==> config.mk <==
export PLATFORM = sky130hd
export DESIGN_NAME = tap_dev_flat
export DESIGN_NICKNAME = d
export VERILOG_FILES = /design/src/hdl/tap_dev_unused_placeholder_none.sv /design/src/hdl/tap_pkg.sv /design/src/hdl/tap_if.sv /design/src/hdl/tap_dev.sv /design/src/flat_wrapper.sv
export SDC_FILE = /design/constraint.sdc
export NUM_CORES = 1
export LEC_CHECK = 0
export BUFFER_PORTS_ARGS = -buffer_cell sky130_fd_sc_hd__clkbuf_2
export CAP_MARGIN = 20
export CORE_ASPECT_RATIO = 1.5
export CORE_MARGIN = 2
export CORE_UTILIZATION = 50
export DETAILED_ROUTE_END_ITERATION = 16
export GPL_TIMING_DRIVEN = 0
export PLACE_DENSITY = 0.73
export SLEW_MARGIN = 20
export SYNTH_ARGS = -nofsm -noshare
export SYNTH_HDL_FRONTEND = slang
export SYNTH_SLANG_ARGS = --single-unit
==> constraint.sdc <==
create_clock -name clk_sys -period 2.5 [get_ports clk_sys]
set_input_delay 0 -clock clk_sys [delete_from_list [all_inputs] [get_ports clk_sys]]
set_output_delay 0 -clock clk_sys [all_outputs]
set_load 0.03 [all_outputs]
==> src/hdl/tap_dev_unused_placeholder_none.sv <==
// Intentionally empty compile unit
`timescale 1ns/100ps
`default_nettype none
`default_nettype wire

==> src/hdl/tap_pkg.sv <==
// Shared constants and types for the test access port and its tester end
//
// Notes on behaviour
// - Enable bit zero disables port and pins.
// - Enabled port claims its pins from general use.
// - Five TMS-high rising edges force Test-Logic-Reset.
// - Device reset never resets TAP; tester does.
// - Synchronous machine with the sixteen standard states.
// - Serial transfer least significant bit first.
// - State moves on rising TCK, sampled TMS.
// - Starts in reset; tester forces reset first.
// - Test-Logic-Reset, TMS low goes Run-Test/Idle.
// - Idle, TMS high twice reaches Select-IR-Scan.
// - Select-IR, TMS low twice reaches Shift-IR.
// - Shift-IR takes one bit per edge, four total.
// - Entering a shift state enables TDO drive.
// - Shift-IR puts register bits on TDO, falling edges.
// - TDO released at first falling edge after shift.
// - Three edges: exit, update register, back to idle.
// - Exactly four signals: TCK, TMS, TDI, TDO.
// - Chain wiring: each TDO feeds next TDI only.
// - Instruction output changes only in Update-IR or reset.
// - Bypass bit is the path when nothing selected.

package tap_pkg;

    // --------------------------------------------------------------------
    // Controller states and tester phases
    // --------------------------------------------------------------------
    typedef enum logic [3:0] {
        TLR, RTI, SEL_DR, CAP_DR, SH_DR, EX1_DR, PAU_DR, EX2_DR, UPD_DR,
        SEL_IR, CAP_IR, SH_IR, EX1_IR, PAU_IR, EX2_IR, UPD_IR
    } tap_state_type;

    typedef enum logic [1:0] {
        PH_IDLE, PH_LOW, PH_HIGH
    } tap_phase_type;

    // --------------------------------------------------------------------
    // Instruction path
    // --------------------------------------------------------------------
    localparam int          IR_WIDTH   = 4;
    localparam logic [3:0]  IR_CAPTURE = 4'h1;
    // Bypass code after reset; value is arbitrary
    localparam logic [3:0]  IR_RESET   = 4'hF;

    // --------------------------------------------------------------------
    // Timing
    // --------------------------------------------------------------------
    localparam int RESET_EDGES     = 5;
    localparam int CLK_PERIOD_NS   = 100;
    localparam int TCK_PERIOD_NS   = 800;
    localparam int TCK_HALF_CYCLES = TCK_PERIOD_NS / (2 * CLK_PERIOD_NS);

    // --------------------------------------------------------------------
    // Tester step word
    // --------------------------------------------------------------------
    localparam int STEP_WIDTH = 3;
    localparam int STEP_TDI   = 0;
    localparam int STEP_TMS   = 1;
    localparam int STEP_CAPT  = 2;
    localparam int FIFO_DEPTH = 8;

endpackage

==> src/hdl/tap_if.sv <==
// Four-wire test link between tester and device
`timescale 1ns/100ps
`default_nettype none

interface tap_if;
    logic      tck;
    logic      tms;
    logic      tdi;
    logic      tdo;
    logic      tdo_oe;
    wire logic tdo_line;

    // Released TDO floats high through a board pull-up
    assign tdo_line = tdo_oe ? tdo : 1'b1;

    modport dev  (input tck, input tms, input tdi,
                  output tdo, output tdo_oe);
    modport host (output tck, output tms, output tdi,
                  input tdo_line);
endinterface

`default_nettype wire

==> src/hdl/tap_dev.sv <==
// Device end: TAP controller, instruction path, bypass and TDO drive
`timescale 1ns/100ps
`default_nettype none

module tap_dev (
    input  wire logic                   clk_sys,
    input  wire logic                   reset_n,
    tap_if.dev                          link,
    input  wire logic                   test_port_enable_bit,
    input  wire logic                   dr_select,
    input  wire logic                   dr_tdo,
    output logic [tap_pkg::IR_WIDTH-1:0] instruction_reg,
    output logic                        pins_dedicated,
    output logic                        dr_capture,
    output logic                        dr_shift,
    output logic                        dr_update,
    output logic                        dr_tdi,
    output tap_pkg::tap_state_type      tap_state
);

    // --------------------------------------------------------------------
    // Standard state graph
    // --------------------------------------------------------------------
    function automatic tap_pkg::tap_state_type next_state(
        input tap_pkg::tap_state_type s,
        input logic                   tms
    );
        tap_pkg::tap_state_type r;
        r = s;
        unique case (s)
            tap_pkg::TLR:    r = tms ? tap_pkg::TLR    : tap_pkg::RTI;
            tap_pkg::RTI:    r = tms ? tap_pkg::SEL_DR : tap_pkg::RTI;
            tap_pkg::SEL_DR: r = tms ? tap_pkg::SEL_IR : tap_pkg::CAP_DR;
            tap_pkg::CAP_DR: r = tms ? tap_pkg::EX1_DR : tap_pkg::SH_DR;
            tap_pkg::SH_DR:  r = tms ? tap_pkg::EX1_DR : tap_pkg::SH_DR;
            tap_pkg::EX1_DR: r = tms ? tap_pkg::UPD_DR : tap_pkg::PAU_DR;
            tap_pkg::PAU_DR: r = tms ? tap_pkg::EX2_DR : tap_pkg::PAU_DR;
            tap_pkg::EX2_DR: r = tms ? tap_pkg::UPD_DR : tap_pkg::SH_DR;
            tap_pkg::UPD_DR: r = tms ? tap_pkg::SEL_DR : tap_pkg::RTI;
            tap_pkg::SEL_IR: r = tms ? tap_pkg::TLR    : tap_pkg::CAP_IR;
            tap_pkg::CAP_IR: r = tms ? tap_pkg::EX1_IR : tap_pkg::SH_IR;
            tap_pkg::SH_IR:  r = tms ? tap_pkg::EX1_IR : tap_pkg::SH_IR;
            tap_pkg::EX1_IR: r = tms ? tap_pkg::UPD_IR : tap_pkg::PAU_IR;
            tap_pkg::PAU_IR: r = tms ? tap_pkg::EX2_IR : tap_pkg::PAU_IR;
            tap_pkg::EX2_IR: r = tms ? tap_pkg::UPD_IR : tap_pkg::SH_IR;
            tap_pkg::UPD_IR: r = tms ? tap_pkg::SEL_DR : tap_pkg::RTI;
        endcase
        return r;
    endfunction

    // --------------------------------------------------------------------
    // Pin synchronisers and TCK edge detection
    // --------------------------------------------------------------------
    logic [2:0]             tck_sq;
    logic [1:0]             tms_sq;
    logic [1:0]             tdi_sq;

    always_ff @(posedge clk_sys or negedge reset_n) begin
        if (!reset_n) begin
            tck_sq <= 3'h0;
            tms_sq <= 2'h0;
            tdi_sq <= 2'h0;
        end else begin
            tck_sq <= {tck_sq[1:0], link.tck};
            tms_sq <= {tms_sq[0], link.tms};
            tdi_sq <= {tdi_sq[0], link.tdi};
        end
    end

    wire logic              tck_rise;
    wire logic              tck_fall;
    wire logic              tms_s;
    wire logic              tdi_s;
    wire logic              en;

    assign tck_rise = tck_sq[1] & ~tck_sq[2];
    assign tck_fall = ~tck_sq[1] & tck_sq[2];
    assign tms_s    = tms_sq[1];
    assign tdi_s    = tdi_sq[1];
    // Disabled port ignores pin activity, except that dr_tdi still samples TDI on rising TCK
    assign en       = test_port_enable_bit;

    // --------------------------------------------------------------------
    // Controller state
    // --------------------------------------------------------------------
    // No device reset here on purpose: the tester owns this machine.
    // Holding the enable low is the only non-TMS way to define it.
    tap_pkg::tap_state_type state_q;
    tap_pkg::tap_state_type state_d;

    assign state_d = next_state(state_q, tms_s);

    always_ff @(posedge clk_sys) begin
        if (!en) begin
            state_q <= tap_pkg::TLR;
        end else if (tck_rise) begin
            state_q <= state_d;
        end
    end

    wire logic              in_tlr;
    wire logic              in_cap_ir;
    wire logic              in_sh_ir;
    wire logic              in_upd_ir;
    wire logic              in_cap_dr;
    wire logic              in_sh_dr;
    wire logic              in_upd_dr;

    assign in_tlr    = state_q == tap_pkg::TLR;
    assign in_cap_ir = state_q == tap_pkg::CAP_IR;
    assign in_sh_ir  = state_q == tap_pkg::SH_IR;
    assign in_upd_ir = state_q == tap_pkg::UPD_IR;
    assign in_cap_dr = state_q == tap_pkg::CAP_DR;
    assign in_sh_dr  = state_q == tap_pkg::SH_DR;
    assign in_upd_dr = state_q == tap_pkg::UPD_DR;

    // --------------------------------------------------------------------
    // Instruction shift stages, latched instruction and bypass bit
    // --------------------------------------------------------------------
    logic [tap_pkg::IR_WIDTH-1:0] ir_shift_q;
    logic [tap_pkg::IR_WIDTH-1:0] ir_q;
    logic                         bypass_q;

    always_ff @(posedge clk_sys) begin
        if (!en) begin
            ir_shift_q <= tap_pkg::IR_CAPTURE;
        end else if (tck_rise && in_cap_ir) begin
            ir_shift_q <= tap_pkg::IR_CAPTURE;
        end else if (tck_rise && in_sh_ir) begin
            // New bit enters at the top so bit 0 leaves first
            ir_shift_q <= {tdi_s, ir_shift_q[tap_pkg::IR_WIDTH-1:1]};
        end
    end

    always_ff @(posedge clk_sys) begin
        if (!en || in_tlr) begin
            ir_q <= tap_pkg::IR_RESET;
        end else if (tck_rise && in_upd_ir) begin
            ir_q <= ir_shift_q;
        end
    end

    always_ff @(posedge clk_sys) begin
        if (!en) begin
            bypass_q <= 1'b0;
        end else if (tck_rise && in_cap_dr) begin
            bypass_q <= 1'b0;
        end else if (tck_rise && in_sh_dr) begin
            bypass_q <= tdi_s;
        end
    end

    // --------------------------------------------------------------------
    // TDO drive, changed on falling TCK; cleared when disabled or in device reset
    // --------------------------------------------------------------------
    wire logic              dr_out;
    wire logic              shifting;
    wire logic              shift_bit;

    assign dr_out    = dr_select ? dr_tdo : bypass_q;
    assign shifting  = en && (in_sh_ir || in_sh_dr);
    assign shift_bit = in_sh_ir ? ir_shift_q[0] : dr_out;

    logic                   tdo_q;
    logic                   tdo_oe_q;

    always_ff @(posedge clk_sys or negedge reset_n) begin
        if (!reset_n) begin
            tdo_q    <= 1'b0;
            tdo_oe_q <= 1'b0;
        end else if (!en) begin
            tdo_q    <= 1'b0;
            tdo_oe_q <= 1'b0;
        end else if (tck_fall) begin
            tdo_oe_q <= shifting;
            if (shifting) begin
                tdo_q <= shift_bit;
            end
        end
    end

    // --------------------------------------------------------------------
    // Data register strobes toward the chip side
    // --------------------------------------------------------------------
    // Strobes come a cycle after the detected edge; external data
    // registers have the rest of the half period to settle dr_tdo.
    logic                   dr_capture_q;
    logic                   dr_shift_q;
    logic                   dr_update_q;
    logic                   dr_tdi_q;
    logic                   pins_q;

    always_ff @(posedge clk_sys or negedge reset_n) begin
        if (!reset_n) begin
            dr_capture_q <= 1'b0;
            dr_shift_q   <= 1'b0;
            dr_update_q  <= 1'b0;
            dr_tdi_q     <= 1'b0;
            pins_q       <= 1'b0;
        end else begin
            dr_capture_q <= en && tck_rise && in_cap_dr;
            dr_shift_q   <= en && tck_rise && in_sh_dr;
            dr_update_q  <= en && tck_rise && in_upd_dr;
            if (tck_rise) begin
                dr_tdi_q <= tdi_s;
            end
            pins_q       <= en;
        end
    end

    assign link.tdo        = tdo_q;
    assign link.tdo_oe     = tdo_oe_q;
    assign instruction_reg = ir_q;
    assign pins_dedicated  = pins_q;
    assign dr_capture      = dr_capture_q;
    assign dr_shift        = dr_shift_q;
    assign dr_update       = dr_update_q;
    assign dr_tdi          = dr_tdi_q;
    assign tap_state       = state_q;

endmodule // tap_dev

`default_nettype wire

==> src/flat_wrapper.sv <==
// flat-port wrapper written by rule: the top's interface ports become plain ports
module tap_dev_flat 
  (clk_sys, reset_n, test_port_enable_bit, dr_select, dr_tdo, instruction_reg, pins_dedicated, dr_capture, dr_shift, dr_update, dr_tdi, tap_state, link_tck, link_tms, link_tdi, link_tdo, link_tdo_oe);
  tap_if link_i ();
  input  wire logic clk_sys;
  input  wire logic reset_n;
  input  wire logic test_port_enable_bit;
  input  wire logic dr_select;
  input  wire logic dr_tdo;
  output logic [tap_pkg::IR_WIDTH-1:0] instruction_reg;
  output logic pins_dedicated;
  output logic dr_capture;
  output logic dr_shift;
  output logic dr_update;
  output logic dr_tdi;
  output tap_pkg::tap_state_type tap_state;
  input wire logic [$bits(link_i.tck)-1:0] link_tck;
  input wire logic [$bits(link_i.tms)-1:0] link_tms;
  input wire logic [$bits(link_i.tdi)-1:0] link_tdi;
  output wire logic [$bits(link_i.tdo)-1:0] link_tdo;
  output wire logic [$bits(link_i.tdo_oe)-1:0] link_tdo_oe;
  assign link_i.tck = link_tck;
  assign link_i.tms = link_tms;
  assign link_i.tdi = link_tdi;
  assign link_tdo = link_i.tdo;
  assign link_tdo_oe = link_i.tdo_oe;
  tap_dev u_core (.clk_sys(clk_sys), .reset_n(reset_n), .link(link_i), .test_port_enable_bit(test_port_enable_bit), .dr_select(dr_select), .dr_tdo(dr_tdo), .instruction_reg(instruction_reg), .pins_dedicated(pins_dedicated), .dr_capture(dr_capture), .dr_shift(dr_shift), .dr_update(dr_update), .dr_tdi(dr_tdi), .tap_state(tap_state));
endmodule
==> metrics <==
number of enable-type register cells in the synthesized netlist 0; initial antenna violation count 0; remaining antenna violation count after routing 0; Tightest Pin Transition 458 ps; run status complete, no violations; global-route wire length before repair just under 4000 µm; pin count of the biggest net entering global routing 17; final worst path period need 1530 ps; worst setup skew after layout ~5.7 ps; TritonCTS buffer count 3; total routing usage reported by global routing 0.185; critical-path maximum fanout 9; portion of the post-synthesis area used by sequential elements 0.509; via-per-instance ratio 5.42; maximum buffer depth of the clock tree 2; ratio of final minimum period to clock period 0.614; total congestion overflow after global routing 0; area of the multi-input gates between 500 and 600 µm²; first drt pass iteration count 4; hpwl dp 1800 µm; placed inst area 1340 µm²; startpoint class of the critical path flip-flop; number of fill cells in the layout 184; worst-case reg-to-reg path depth 4; fraction of synthesis flops using an asynchronous set or reset pin 0.519; H-tree lvl count 1; Main synth FF type dfrtp_1; overall die height between 60 and 70 µm; post-synthesis register bit count 27; pwr/cell area 509 nW/µm²; initial core utilization 0.531; WL per Instance approximately 13 µm; clock tree from TritonCTS built; critical setup path kind flip-flop to flip-flop; number of cells upsized or downsized after cts 0; Final Instance Count excl. Fillers 177; iteration-0 DRC count of the detailed router 13; number of clock sinks seen by CTS 27; placeable core region ~2300 µm²; worst vdd rail ir drop 0.452 mV; Non-Filler Cell Area, Final 1420 µm²; required time reported for the critical path endpoint 2770 ps; via count of the first global-routing pass 888; total placed cells including tap cells around 170; number of distinct library cells after synthesis 35; final setup fails 0; final max-slew violation count 0; Die Area 2820 µm²; final number of hold-violating endpoints 0; CTS Root Cell clkbuf_4; synthesis-to-finish area growth 18.2%; Synth Area per Inst a little under 10 µm²; RSZ-0062 raised after global routing no; I/O Buffers 22; vias after detailed routing 959; Final GP Congestion 0.879; die width 44 µm; P_leak 0.567 nW; fmax 0.652 GHz; synthesized instance count about 120; DRC violation count after routing 0; Ports 23; sort of element at the end of the critical path flip-flop; setup slack of the most critical reg-to-reg path slightly below 1000 ps; source-to-sink clock delay at the later pin of the worst-skew pair 330 ps; Critical R2R Capture u_core.link.tdo; synthesized area 1200 µm²; total wire length about 2400 µm; Maximum Capacitance Violations 0; Slew HR 0.694; final setup TNS 0 ps; Data arrival, critical path 1800 ps; share of post-route cells with drive strength above 1 0.227; path class of the lowest-slack min-delay path input pin to async pin; number of nets at the end of the flow between 150 and 200; antenna diode count 0; clock-pin transition on the worst setup and hold timing paths roughly 150 ps; number of placement rows 21; Post-Syn Nets about 130; sequential standard cell area 611 µm²; worst reg2reg path startpoint u_core.tap_state[2]; number of warnings issued by yosys 0
[power breakdown]
group / internal (W) / switching (W) / leakage (nW) / total [W]
registers: 0.000444 / 0.00000782 / 0.281 / 0.000452
clock network: 0.0000612 / 0.000133 / 0.0139 / 0.000194
logic: 0.0000296 / 0.0000471 / 0.273 / 0.0000767
[area by class of cell]
| type | count | area share |
|---|---|---|
| Multi-Input combinational cell | 85 | 0.383 |
| Sequential cell | 27 | 0.430 |
| Clock buffer | 3 | 0.0159 |
| Tap cell | 23 | 0.0203 |
| Inverter | 2 | 0.00529 |
| Timing Repair Buffer | 27 | 0.113 |
| Buffer | 9 | 0.0273 |
| Clock inverter | 1 | 0.00529 |
[kinds of logic after synthesis]
logic type | share of synthesized area
xor+xnor | 0.00730
mux | 0.0918
flops | 0.509
simple gates | 0.206
buf+inv | 0.0386
compound gates | 0.147
[critical path: stages (launching register included)]
cell and delay (ps):
dfxtp_1 500, or4b_4 530, a21oi_2 180, o211ai_1 130, a21boi_1 140
[worst max path at each step]
| stage | start | to | slack [ps] | cells after the start |
|---|---|---|---|---|
| 2_1_floorplan | u_core.tap_state[2] | u_core.link.tdo | 960 | 4 |
| 3_3_place_gp | u_core.tck_sq[2] | u_core.ir_shift_q[3] | 1010 | 4 |
| 3_5_place_dp | u_core.tck_sq[2] | u_core.ir_shift_q[2] | 980 | 4 |
| 4_1_cts | u_core.tap_state[2] | u_core.link.tdo | 960 | 4 |
| 5_1_grt | u_core.tap_state[2] | u_core.link.tdo | 810 | 4 |
| 6_report | u_core.tap_state[2] | u_core.link.tdo | 970 | 4 |
[cell usage after synthesis, types with 3 or more instances]
library cell | instances | area, µm²
mux2i_1 | 11 | 110
clkbuf_1 | 4 | 15.0
a31oi_1 | 3 | 18.8
nand2b_1 | 5 | 31.3
dfxtp_1 | 13 | 260
nand2_1 | 16 | 60.1
nor2b_1 | 6 | 37.5
o21ai_0 | 5 | 25.0
a21oi_1 | 5 | 25.0
nor2_1 | 9 | 33.8
dfrtp_1 | 14 | 350
buf_2 | 4 | 20.0
[layer usage]
metal	vias up	wire, µm	global-route usage
li1	494	-	-
met4	0	17	0.0871
met5	-	0	0
met1	437	1040	0.214
met3	2	90	0.0198
met2	26	1210	0.325
[placed cells by master (no fill, tap or decap), types with 2 or more instances in the layout]
master,n
buf_2,4
mux2i_1,11
dfrtp_1,14
nand3_1,2
o211ai_1,2
o2111ai_1,2
dlygate4sd3_1,5
nand2_1,16
a21oi_1,5
clkbuf_1,4
nor2b_1,6
clkbuf_4,3
dfxtp_1,13
nor3_1,2
o21ai_0,5
nor2_1,9
inv_1,2
clkbuf_2,22
nand2b_1,5
a31oi_1,3
[timing repair]
action / CTS / global route
endpoints found under the setup margin: 0 / 0
hold buffers: 5 / 0
hold endpoints to repair: 21 / 0
buffers inserted: 0 / 0
[stage by stage]
stage | power (W) | utilization | hold WS [ps] | worst slack, ps
floorplan | 0.000507 | - | -296 | 955
detailed placement | 0.000533 | 0.592 | -81.5 | 981
global route | 0.000753 | 0.628 | 124 | 811
global placement | 0.000530 | 0.592 | -93.9 | 1010
CTS | 0.000726 | 0.628 | 83.2 | 957
finish | 0.000723 | 0.628 | 78.6 | 966
(Power assumes the default switching activity.)
